File: config.mk
export PLATFORM = sky130hd
export DESIGN_NAME = option_card_io
export DESIGN_NICKNAME = d
export VERILOG_FILES = /design/src/inc/io_card_pkg.sv /design/src/verilog/option_card_io.sv
export SDC_FILE = /design/constraint.sdc
export NUM_CORES = 2
export LEC_CHECK = 0
export BUFFER_PORTS_ARGS = -buffer_cell sky130_fd_sc_hd__buf_2
export CAP_MARGIN = 20
export CORE_AREA = 2 2 427 429
export DETAILED_ROUTE_END_ITERATION = 6
export DIE_AREA = 0 0 429 431
export PLACE_DENSITY = 0.49
export REMOVE_ABC_BUFFERS = 1
export SLEW_MARGIN = 40
export SYNTH_ARGS = -nofsm -noshare
export SYNTH_HDL_FRONTEND = slang
export SYNTH_SLANG_ARGS = --single-unit
File: constraint.sdc
create_clock -name i_ref_clk -period 21.5 [get_ports i_ref_clk]
set_clock_uncertainty 0.2 [all_clocks]
set_input_delay 3.225 -clock i_ref_clk [delete_from_list [all_inputs] [get_ports i_ref_clk]]
set_output_delay 3.225 -clock i_ref_clk [all_outputs]
set_load 0.05 [all_outputs]
File: src/inc/io_card_pkg.sv
// Shared constants for the option card pulse, alarm and input logic.
package io_card_pkg;
	// Clock and time base.
	localparam int CLK_PERIOD_NS = 50;
	localparam int MS_NS = 1000000;
	localparam int CYC_PER_MS_DEF = MS_NS / CLK_PERIOD_NS;
	// Pulse width choices in milliseconds.
	localparam logic [8:0] PW_SHORT_MS = 9'd30;
	localparam logic [8:0] PW_STEP_MS = 9'd50;
	localparam logic [3:0] PW_MAX_CODE = 4'ha;
	// Forced output and analog hold release time.
	localparam int HOLD_TIMEOUT_MIN = 10;
	localparam int HOLD_TIMEOUT_MS_DEF = HOLD_TIMEOUT_MIN * 60 * 1000;
	// Clock synchronisation window.
	localparam logic [11:0] SYNC_WINDOW_S = 12'd5;
	localparam logic [11:0] SEC_PER_HOUR = 12'd3600;
	// Alarm hysteresis band in variable units.
	localparam logic [15:0] ALARM_HYST = 16'h0010;
	// Energy quantities and weights.
	localparam int N_ENERGY = 7;
	localparam logic [2:0] WEIGHT_CODE_MAX = 3'h5;
	// Channel counts and reset values.
	localparam int N_CH = 2;
	localparam logic [7:0] PEND_MAX = 8'hff;
	localparam logic [47:0] COUNT_RESET = 48'h0;
	typedef enum logic [1:0] {
		PS_IDLE = 2'b00,
		PS_ON = 2'b01,
		PS_GAP = 2'b10
	} pulse_state_t;
endpackage

File: src/verilog/option_card_io.sv
// Pulse and alarm outputs, counting and sync inputs, analog clamp and hold for the option cards.
`timescale 1ns/1ns
// Notes on behaviour
// - One shared pulse width: 30 or 50..500ms.
// - Per-output weight: 1,10,100,1k,10k,100k units.
// - Contact open when idle, closed during pulse.
// - Pulses counted from one selected energy quantity.
// - Pulse timing resolved to whole milliseconds.
// - Each output independently alarm or pulsed.
// - Alarm asserts after threshold exceeded beyond time-lag.
// - Alarm clears on crossing back with hysteresis.
// - Forced output level released after 10 minutes.
// - Each input independently counting or synchronising.
// - Counting input adds pulse times weight.
// - Weight 0.0001 to 999.9999, four decimals kept.
// - Input counter loadable with any value.
// - Sync pulse rounds clock within 5 seconds.
// - Input logic levels readable as status.
// - Analog output follows one linear slope.
// - Analog output saturates at min and max.
// - Analog hold within range, released after 10 minutes.
// - Mixed card: one input, one output only.
// - Serial port or network port, never both.
module option_card_io import io_card_pkg::*; #(
	parameter int CYC_PER_MS = CYC_PER_MS_DEF,
	parameter int HOLD_TIMEOUT_MS = HOLD_TIMEOUT_MS_DEF
) (
	input wire logic i_ref_clk,
	input wire logic i_rstn,
	input wire logic i_ce,
	input wire logic i_mixed_card,
	input wire logic i_net_port_sel,
	input wire logic [3:0] i_pulse_width_sel,
	input wire logic [N_ENERGY-1:0] i_energy_tick,
	input wire logic [N_CH-1:0] i_out_pulse_mode,
	input wire logic [N_CH*3-1:0] i_energy_sel,
	input wire logic [N_CH*3-1:0] i_weight_code,
	input wire logic [N_CH*16-1:0] i_alarm_value,
	input wire logic [N_CH*16-1:0] i_alarm_thr,
	input wire logic [N_CH-1:0] i_alarm_upper,
	input wire logic [N_CH*16-1:0] i_alarm_lag_ms,
	input wire logic [N_CH-1:0] i_force_cmd,
	input wire logic [N_CH-1:0] i_force_level,
	input wire logic [N_CH-1:0] i_din,
	input wire logic [N_CH-1:0] i_in_sync_mode,
	input wire logic [N_CH*24-1:0] i_in_weight,
	input wire logic [N_CH-1:0] i_cnt_load,
	input wire logic [N_CH*48-1:0] i_cnt_load_val,
	input wire logic [11:0] i_clk_sec_of_hour,
	input wire logic [N_CH*16-1:0] i_ana_var,
	input wire logic [N_CH*16-1:0] i_ana_in_min,
	input wire logic [N_CH*16-1:0] i_ana_gain,
	input wire logic [N_CH*16-1:0] i_ana_out_min,
	input wire logic [N_CH*16-1:0] i_ana_out_max,
	input wire logic [N_CH-1:0] i_ana_hold_cmd,
	input wire logic [N_CH*16-1:0] i_ana_hold_val,
	output logic [N_CH-1:0] o_relay_close,
	output logic [N_CH-1:0] o_force_active,
	output logic [N_CH-1:0] o_alarm_active,
	output logic [N_CH*48-1:0] o_in_count,
	output logic [N_CH-1:0] o_din_level,
	output logic o_clk_round,
	output logic o_clk_round_up,
	output logic [N_CH*16-1:0] o_ana_out,
	output logic [N_CH-1:0] o_ana_hold_active,
	output logic o_serial_en,
	output logic o_net_en
);
	// ------------------------------------------------------------
	// Reset release and millisecond time base
	// ------------------------------------------------------------
	logic [1:0] rst_sync_reg;
	logic rstn;
	logic [14:0] ms_cnt_reg, ms_cnt_next;
	logic ms_tick;
	logic [8:0] pulse_ms;

	// Reset asserts at once and is released after two clock edges.
	always_ff @(posedge i_ref_clk or negedge i_rstn) begin
		if (!i_rstn) begin
			rst_sync_reg <= 2'b00;
		end else begin
			rst_sync_reg <= {rst_sync_reg[0], 1'b1};
		end
	end
	assign rstn = rst_sync_reg[1];

	// Millisecond tick keeps every pulse edge on a whole millisecond.
	assign ms_tick = (ms_cnt_reg == 15'(CYC_PER_MS - 1));
	always_comb begin
		ms_cnt_next = ms_tick ? 15'h0 : ms_cnt_reg + 15'h1;
	end
	always_ff @(posedge i_ref_clk or negedge rstn) begin
		if (!rstn) begin
			ms_cnt_reg <= 15'h0;
		end else if (i_ce) begin
			ms_cnt_reg <= ms_cnt_next;
		end
	end

	// Shared pulse width: code 0 is the short width, codes 1..10 step by 50 ms.
	always_comb begin
		if (i_pulse_width_sel == 4'h0) begin
			pulse_ms = PW_SHORT_MS;
		end else if (i_pulse_width_sel > PW_MAX_CODE) begin
			pulse_ms = 9'(PW_STEP_MS * PW_MAX_CODE);
		end else begin
			pulse_ms = 9'(PW_STEP_MS * i_pulse_width_sel);
		end
	end

	// Exactly one communication port is enabled.
	assign o_serial_en = ~i_net_port_sel;
	assign o_net_en = i_net_port_sel;

	// Weight code to energy units per pulse.
	function automatic logic [16:0] weight_units(input logic [2:0] code);
		case (code)
			3'h0: weight_units = 17'd1;
			3'h1: weight_units = 17'd10;
			3'h2: weight_units = 17'd100;
			3'h3: weight_units = 17'd1000;
			3'h4: weight_units = 17'd10000;
			default: weight_units = 17'd100000;
		endcase
	endfunction

	// ------------------------------------------------------------
	// Sync pulse rounding of the internal clock
	// ------------------------------------------------------------
	logic [N_CH-1:0] din_meta_reg, din_sync_reg, din_prev_reg;
	logic [N_CH-1:0] din_rise;
	logic round_reg, round_next, round_up_reg, round_up_next;
	logic sync_hit;

	// Input pins pass two flip-flops; the edge detector compares the second with a third.
	always_ff @(posedge i_ref_clk or negedge rstn) begin
		if (!rstn) begin
			din_meta_reg <= '0;
			din_sync_reg <= '0;
			din_prev_reg <= '0;
		end else if (i_ce) begin
			din_meta_reg <= i_din;
			din_sync_reg <= din_meta_reg;
			din_prev_reg <= din_sync_reg;
		end
	end
	assign din_rise = din_sync_reg & ~din_prev_reg;
	assign o_din_level = din_sync_reg;

	// A sync pulse zeroes minutes and seconds only near the hour.
	always_comb begin
		sync_hit = |(din_rise & i_in_sync_mode & {~i_mixed_card, 1'b1});
		round_next = 1'b0;
		round_up_next = 1'b0;
		if (sync_hit && i_clk_sec_of_hour < SYNC_WINDOW_S) begin
			round_next = 1'b1;
		end else if (sync_hit && i_clk_sec_of_hour > SEC_PER_HOUR - SYNC_WINDOW_S) begin
			round_next = 1'b1;
			round_up_next = 1'b1;
		end
	end
	always_ff @(posedge i_ref_clk or negedge rstn) begin
		if (!rstn) begin
			round_reg <= 1'b0;
			round_up_reg <= 1'b0;
		end else if (i_ce) begin
			round_reg <= round_next;
			round_up_reg <= round_up_next;
		end
	end
	assign o_clk_round = round_reg;
	assign o_clk_round_up = round_up_reg;

	// ------------------------------------------------------------
	// Per-channel outputs, inputs and analog outputs
	// ------------------------------------------------------------
	genvar ch;
	generate
		for (ch = 0; ch < N_CH; ch++) begin : g_ch
			logic ch_en;
			logic [16:0] acc_reg, acc_next;
			logic [7:0] pend_reg, pend_next;
			pulse_state_t ps_reg, ps_next;
			logic [8:0] pw_cnt_reg, pw_cnt_next;
			logic [15:0] lag_cnt_reg, lag_cnt_next;
			logic alarm_reg, alarm_next, beyond, back;
			logic [19:0] force_cnt_reg, force_cnt_next;
			logic force_reg, force_next, force_lvl_reg, force_lvl_next;
			logic relay_reg, relay_next;
			logic [47:0] cnt_reg, cnt_next;
			logic [19:0] hold_cnt_reg, hold_cnt_next;
			logic hold_reg, hold_next;
			logic [15:0] hold_val_reg, hold_val_next, ana_reg, ana_next;
			logic [15:0] v, thr, omin, omax, hval;
			logic [31:0] prod;
			logic [24:0] lin;
			logic etick, earned;

			// The second channel's relay and counting input are disabled on the mixed card.
			assign ch_en = (ch == 0) || !i_mixed_card;
			assign v = i_alarm_value[ch*16 +: 16];
			assign thr = i_alarm_thr[ch*16 +: 16];
			assign etick = (i_energy_sel[ch*3 +: 3] < 3'(N_ENERGY))
				&& i_energy_tick[i_energy_sel[ch*3 +: 3]];
			assign earned = etick && (acc_reg + 17'h1 >=
				weight_units(i_weight_code[ch*3 +: 3]));

			// Energy accumulation, pulse queue and pulse emitter.
			always_comb begin
				acc_next = acc_reg;
				pend_next = pend_reg;
				ps_next = ps_reg;
				pw_cnt_next = pw_cnt_reg;
				if (etick) begin
					acc_next = earned ? 17'h0 : acc_reg + 17'h1;
				end
				if (earned && pend_reg != PEND_MAX) begin
					pend_next = pend_reg + 8'h1;
				end
				if (ms_tick) begin
					case (ps_reg)
						PS_IDLE: begin
							if (pend_next != 8'h0) begin
								pend_next = pend_next - 8'h1;
								ps_next = PS_ON;
								pw_cnt_next = pulse_ms - 9'h1;
							end
						end
						PS_ON: begin
							if (pw_cnt_reg == 9'h0) begin
								ps_next = PS_GAP;
								pw_cnt_next = pulse_ms - 9'h1;
							end else begin
								pw_cnt_next = pw_cnt_reg - 9'h1;
							end
						end
						PS_GAP: begin
							if (pw_cnt_reg == 9'h0) begin
								ps_next = PS_IDLE;
							end else begin
								pw_cnt_next = pw_cnt_reg - 9'h1;
							end
						end
						default: ps_next = PS_IDLE;
					endcase
				end
			end

			// Alarm with time-lag on entry and hysteresis on exit.
			always_comb begin
				beyond = i_alarm_upper[ch] ? (v > thr) : (v < thr);
				back = i_alarm_upper[ch] ? ({1'b0, v} + 17'(ALARM_HYST) < {1'b0, thr})
					: ({1'b0, v} > {1'b0, thr} + 17'(ALARM_HYST));
				alarm_next = alarm_reg;
				lag_cnt_next = lag_cnt_reg;
				if (alarm_reg) begin
					lag_cnt_next = 16'h0;
					if (back) begin
						alarm_next = 1'b0;
					end
				end else if (!beyond) begin
					lag_cnt_next = 16'h0;
				end else if (ms_tick) begin
					if (lag_cnt_reg >= i_alarm_lag_ms[ch*16 +: 16]) begin
						alarm_next = 1'b1;
					end else begin
						lag_cnt_next = lag_cnt_reg + 16'h1;
					end
				end
			end

			// Forced level with automatic release; relay choice per mode.
			always_comb begin
				force_next = force_reg;
				force_lvl_next = force_lvl_reg;
				force_cnt_next = force_cnt_reg;
				if (i_force_cmd[ch]) begin
					force_next = 1'b1;
					force_lvl_next = i_force_level[ch];
					force_cnt_next = 20'(HOLD_TIMEOUT_MS - 1);
				end else if (force_reg && ms_tick) begin
					if (force_cnt_reg == 20'h0) begin
						force_next = 1'b0;
					end else begin
						force_cnt_next = force_cnt_reg - 20'h1;
					end
				end
				if (!ch_en) begin
					relay_next = 1'b0;
				end else if (force_reg) begin
					relay_next = force_lvl_reg;
				end else if (i_out_pulse_mode[ch]) begin
					relay_next = (ps_reg == PS_ON);
				end else begin
					relay_next = alarm_reg;
				end
			end

			// Integrating counter with load, in units of 0.0001.
			always_comb begin
				cnt_next = cnt_reg;
				if (i_cnt_load[ch]) begin
					cnt_next = i_cnt_load_val[ch*48 +: 48];
				end else if (din_rise[ch] && !i_in_sync_mode[ch] && ch_en) begin
					cnt_next = cnt_reg + 48'(i_in_weight[ch*24 +: 24]);
				end
			end

			// Analog slope, clamp and timed hold.
			always_comb begin
				omin = i_ana_out_min[ch*16 +: 16];
				omax = i_ana_out_max[ch*16 +: 16];
				hval = i_ana_hold_val[ch*16 +: 16];
				prod = 32'(i_ana_var[ch*16 +: 16] - i_ana_in_min[ch*16 +: 16])
					* 32'(i_ana_gain[ch*16 +: 16]);
				lin = 25'(omin) + 25'(prod[31:8]);
				hold_next = hold_reg;
				hold_val_next = hold_val_reg;
				hold_cnt_next = hold_cnt_reg;
				if (i_ana_hold_cmd[ch]) begin
					hold_next = 1'b1;
					hold_cnt_next = 20'(HOLD_TIMEOUT_MS - 1);
					hold_val_next = (hval < omin) ? omin : ((hval > omax) ? omax : hval);
				end else if (hold_reg && ms_tick) begin
					if (hold_cnt_reg == 20'h0) begin
						hold_next = 1'b0;
					end else begin
						hold_cnt_next = hold_cnt_reg - 20'h1;
					end
				end
				if (hold_reg) begin
					ana_next = hold_val_reg;
				end else if (i_ana_var[ch*16 +: 16] <= i_ana_in_min[ch*16 +: 16]) begin
					ana_next = omin;
				end else if (lin >= 25'(omax)) begin
					ana_next = omax;
				end else begin
					ana_next = lin[15:0];
				end
			end

			// Register every group of channel state.
			always_ff @(posedge i_ref_clk or negedge rstn) begin
				if (!rstn) begin
					acc_reg <= 17'h0;
					pend_reg <= 8'h0;
					ps_reg <= PS_IDLE;
					pw_cnt_reg <= 9'h0;
					lag_cnt_reg <= 16'h0;
					alarm_reg <= 1'b0;
					force_reg <= 1'b0;
					force_lvl_reg <= 1'b0;
					force_cnt_reg <= 20'h0;
					relay_reg <= 1'b0;
					cnt_reg <= COUNT_RESET;
					hold_reg <= 1'b0;
					hold_val_reg <= 16'h0;
					hold_cnt_reg <= 20'h0;
					ana_reg <= 16'h0;
				end else if (i_ce) begin
					acc_reg <= acc_next;
					pend_reg <= pend_next;
					ps_reg <= ps_next;
					pw_cnt_reg <= pw_cnt_next;
					lag_cnt_reg <= lag_cnt_next;
					alarm_reg <= alarm_next;
					force_reg <= force_next;
					force_lvl_reg <= force_lvl_next;
					force_cnt_reg <= force_cnt_next;
					relay_reg <= relay_next;
					cnt_reg <= cnt_next;
					hold_reg <= hold_next;
					hold_val_reg <= hold_val_next;
					hold_cnt_reg <= hold_cnt_next;
					ana_reg <= ana_next;
				end
			end

			assign o_relay_close[ch] = relay_reg;
			assign o_force_active[ch] = force_reg;
			assign o_alarm_active[ch] = alarm_reg;
			assign o_in_count[ch*48 +: 48] = cnt_reg;
			assign o_ana_out[ch*16 +: 16] = ana_reg;
			assign o_ana_hold_active[ch] = hold_reg;
		end
	endgenerate
endmodule

Yosys cells after proc, flatten, opt, wreduce, memory -nomap -nowiden:

Index checks and enable logic that the tools add are counted.

* register bits after elaboration: 379
* output and inout bits: 142
* logic and storage cells: 299

* add/subtract/negate cells: 26
* multiply operators: 3
* $lt $le $gt $ge: 27
* equal/unequal tests: 31
* muxes and demuxes: 103
* bitwise logic cells: 6
* reduce and logical (&&, ||, !) cells: 66

Operators by type and width (number)
* $mux W16: 18
* $mux W20: 12
* $mux W48: 4
* $pmux W17 S5: 2
* $add A48 B24 Y48: 2
* $logic_not A20 Y1: 4
* $sub A20 B1 Y20 const B: 4
* $mux W9: 8
* $add A16 B5 Y17 const B: 4
* $gt A16 B16 Y1: 4
* $lt A16 B16 Y1: 4
* $mul A17 B17 Y32: 2
* $mux W8: 8
* $pmux W9 S3: 2
* $add A16 B24 Y25: 2
* $ge A25 B16 Y1: 2
* $mux W1: 36
* $add A17 B1 Y17 const B: 2
* $ge A17 B17 Y1: 2
* $gt A16 B17 Y1: 2
* $lt A17 B16 Y1: 2
* $mux W17: 2
* $sub A16 B16 Y17: 2
* $add A16 B1 Y16 const B: 2
* 41 further kinds: 130

Longest topological paths before layout:

* word-level depth: 10
* gate-level depth with buffers: 52

Worst setup path after synthesis:

OpenSTA, ideal clock, no wires.

* path type: in2reg
* start: in i_ana_in_min[17]
* end: reg g_ch[1].ana_reg[10]
* library setup time: 0.135 ns
* arrival time: 13.300 ns
* data required time: 21.165 ns
* slack: 7.865 ns
* stages: 50
* buffers on the path: 2
* path through: inv_1 ha_1 nor2b_1 o21ai_0 a21boi_0 o21ai_0 a21oi_1 a21o_1 a21o_1 a21oi_1 xnor2_1 clkbuf_1 nand2_1 fa_1 fa_1 inv_1 fa_1 fa_1 [... 14 more ...] o311a_1 ha_1 or4_1 a21oi_1 a21boi_0 nor2_1 xor2_1 ha_1 nand2_1 or4_1 a21oi_1 o31ai_1 nand4_1 nor4_1 nand2_2 buf_4 mux2i_1 o21ai_0

* cells in the longest elaborated chain, start to end: 7
* elaborated cells on any way between the ends: 8

RTL lines
* from (decl): RTL line option_card_io.sv:51 `input wire logic [N_CH*16-1:0] i_ana_in_min,`
* $sub A16 B16 Y17: RTL line option_card_io.sv:315 `prod = 32'(i_ana_var[ch*16 +: 16] - i_ana_in_min[ch*16 +: 16])`
* $mul A17 B17 Y32: RTL line option_card_io.sv:316 `* 32'(i_ana_gain[ch*16 +: 16]);`
* $add A16 B24 Y25: RTL line option_card_io.sv:317 `lin = 25'(omin) + 25'(prod[31:8]);`
* $ge A25 B16 Y1: RTL line option_card_io.sv:336 `end else if (lin >= 25'(omax)) begin`
* $mux W16: RTL line option_card_io.sv:336
* $mux W16 (*): RTL line option_card_io.sv:334 `end else if (i_ana_var[ch*16 +: 16] <= i_ana_in_min[ch*16 +: 16]) begin`
* $mux W16 (*): RTL line option_card_io.sv:332 `if (hold_reg) begin`
* to (signal assigned): RTL line option_card_io.sv:376 `ana_reg <= ana_next;`
* to (decl): RTL line option_card_io.sv:194 `logic [15:0] hold_val_reg, hold_val_next, ana_reg, ana_next;`

Every way passes the cells marked *; elsewhere a longest branch is shown, timed or not.
A chain may end at the register's enable or synchronous reset.

Final worst setup path:

* start: in i_ana_in_min[17]
* end: reg g_ch[1].ana_reg[1]

The elaborated chain is that of the path after synthesis.

==> results.yml <==
cells_and_area:
  drive_gt1_frac: 0.1319
  syn_to_final_growth_pct: 14.76
  fillers: 19020
  final_cell_area_um2: 61670
  fin_cells: 9364
  largest_register_ffs: 96
  fin_nets: 8492
critical_path:
  reg2reg_slack_ns: 15.67
  cp-end-kind: "flop"
  crit_path_max_incr_delay_ns: 0.53
  cp-start-kind: "input port"
  crit_start: "i_ana_in_min[17]"
  cp.arrival_ns: 15.19
  cp_max_fo: 16
  worst_r2r_endpoint: "g_ch[0].pw_cnt_reg[8]"
  criticalPathCategory: "in -> reg"
  slowest_stage: "fa_1"
  crit_top_cell: "inv_1"
  crit_end: "g_ch[1].ana_reg[1]"
  cp_data_required_time_ns: 21.82
  r2r-start: "g_ch[0].acc_reg[6]"
  worst-r2r-cell-count: 17
routing:
  drtIter0Drc: 2505
  drtPass1Iterations: 6
  drc: 0
  ant_nets: 0
  wirelength_mm: 171.0
  routedWlPerCell_um: 18.26
  vias_per_cell: 4.965
  vias: 46490
sta:
  max_freq_mhz: 67.24
  whs_ns: 0.06418
  worst_pin_slew_ns: 0.8301
  period_minus_slack_ns: 14.87
  fin_setup_tns_ns: 0
  relSlewSlack: 0.4466
  slew_violations: 0
  setup_viol: 0
  hold_viol: 0
  rsz0062_at_grt: "no"
  period_share: 0.6917
logic_synthesis:
  yosysTopAreaCellShare: 0.2000
  synth_cells: 6389
  ys_seq_area_frac: 0.1765
  synth_edf_count: 0
  synthTopCellsByArea: "fa_1 20%, dfrtp_1 18%, ha_1 13%, inv_1 7.0%, nand2_1 4.8%"
  synth_area_um2: 53740
  yosysMostFrequentCell: "inv_1"
  async_flop_share: 1.000
  synth-seq-cells: 379
  synth_ff_type: "dfrtp_1"
  syn_avg_cell_area_um2: 8.411
  yosysTopAreaCell: "fa_1"
  synthTopCellsByCount: "996 x inv_1, 685 x nand2_1, 549 x ha_1"
  synth_cell_types: 102
  yosys_warnings: 0
global_routing:
  grt_remaining_overflow: 0
  grt_pass1_vias: 47280
  antenna_found_initial: 42
  track_usage: 0.1829
  grt_pass1_wl_mm: 271.5
  grt_start_max_net_pins: 96
floorplan:
  dieWidth_um: 429
  ios: 630
  die_h_um: 431
  dieArea_um2: 184900
  start_util: 0.2983
  rows: 156
  core_um2: 180200
cts:
  cts.sinks: 379
  post_cts_buffers: 0
  root_buffer: "clkbuf_16"
  cts_made_buffers: 52
  htree_levels: 2
  clk_pin_slew_worst_paths_ns: 0.06
  clkLatencyLatePin_ns: 0.67
  clockBufferDepth: 3
  cts_resized: 0
  cts.hold.buffers_added: 0
  cts_tree: "done"
place:
  dp_cells: 9234
  io_buffer_count: 629
  dp_hpwl_mm: 137.2
  dpl_cell_area_um2: 59630
  place_congestion: 0.9093
run:
  maxCapViolations: 0
status:
  outcome: "finished clean"
min_path:
  hold_path.class: "reg -> async"
-- stage by stage --
step | worst slack [ns] | utilization
global route | 5.877 | 0.3423
global placement | 6.317 | 0.3304
CTS | 6.749 | 0.3417
finish | 6.628 | 0.3423
detailed placement | 6.161 | 0.3310
floorplan | 7.283 | -
-- layer usage --
layer | track usage | share of wire
met2 | 0.3157 | 0.49
met4 | 0.06934 | 0.039
met5 | 0 | 0.00016
met3 | 0.01574 | 0.032
met1 | 0.2373 | 0.44
-- kinds of logic (layout without fill, tap and decap cells) --
| group | after synthesis | count (layout) | share of synthesized area |
|---|---|---|---|
| multiplexers | 120 | 120 | 0.02382 |
| XOR/XNOR | 292 | 292 | 0.04759 |
| flip-flops | 379 | 379 | 0.1765 |
| AND/OR/NAND/NOR | 2083 | 2083 | 0.1915 |
| buffers and inverters | 1217 | 1790 | 0.08647 |
| AO/OA/AOI/OAI | 1211 | 1211 | 0.1462 |
| adder cells (fa/ha/maj) | 1086 | 1086 | 0.3279 |
| other | 1 | 33 | 0.00006978 |
-- placed cells by master (no fill, tap or decap), types with 48 or more instances in the layout --
cell type	instances
xor2_1	85
xnor2_1	205
or3_1	52
nand2_1	684
o21a_1	69
nor2_1	352
a21o_1	96
nor2b_1	99
dfrtp_1	378
nor4_1	48
buf_2	628
o21ai_0	319
and3_1	72
and2_1	226
nand2b_1	57
nand4_1	80
inv_1	995
a21oi_1	275
fa_1	536
mux2i_1	75
nand3_1	162
ha_1	549
nor3_1	119
clkbuf_16	52
buf_4	59
-- worst min-delay path by stage --
stage | startpoint | cells after the start | end
after global placement | rst_sync_reg[1] | 0 | g_ch[1].hold_val_reg[15]
after global routing | rst_sync_reg[1] | 0 | g_ch[1].hold_val_reg[1]
after detailed placement | rst_sync_reg[1] | 0 | g_ch[1].hold_val_reg[15]
final | rst_sync_reg[1] | 0 | g_ch[1].hold_val_reg[15]
after floorplan | rst_sync_reg[0] | 0 | rst_sync_reg[1]
after CTS | rst_sync_reg[1] | 0 | g_ch[1].hold_val_reg[1]
-- area by class of cell --
class                           count  area [um^2]  area share
Multi-Input combinational cell   4793        39770      0.6449
Sequential cell                   379         9488      0.1538
Inverter                          999         3752     0.06084
Timing Repair Buffer              693         3679     0.05965
Tap cell                         2370         2965     0.04808
Clock buffer                       70         1449     0.02349
Clock inverter                     28        486.7    0.007892
Antenna cell                       32        80.08    0.001298
-- critical path, delay by kind of cell --
kind,cells,cell delay [ns]
adder cells (fa/ha/maj),10,4.21
AND/OR/NAND/NOR,15,2.88
AO/OA/AOI/OAI,16,3.55
multiplexers,1,0.22
XOR/XNOR,2,0.35
buffers and inverters,9,0.67
Power is left out: the tool's default activity adds up to more than one toggle a clock period on the data nets, which glitch-free logic cannot reach.
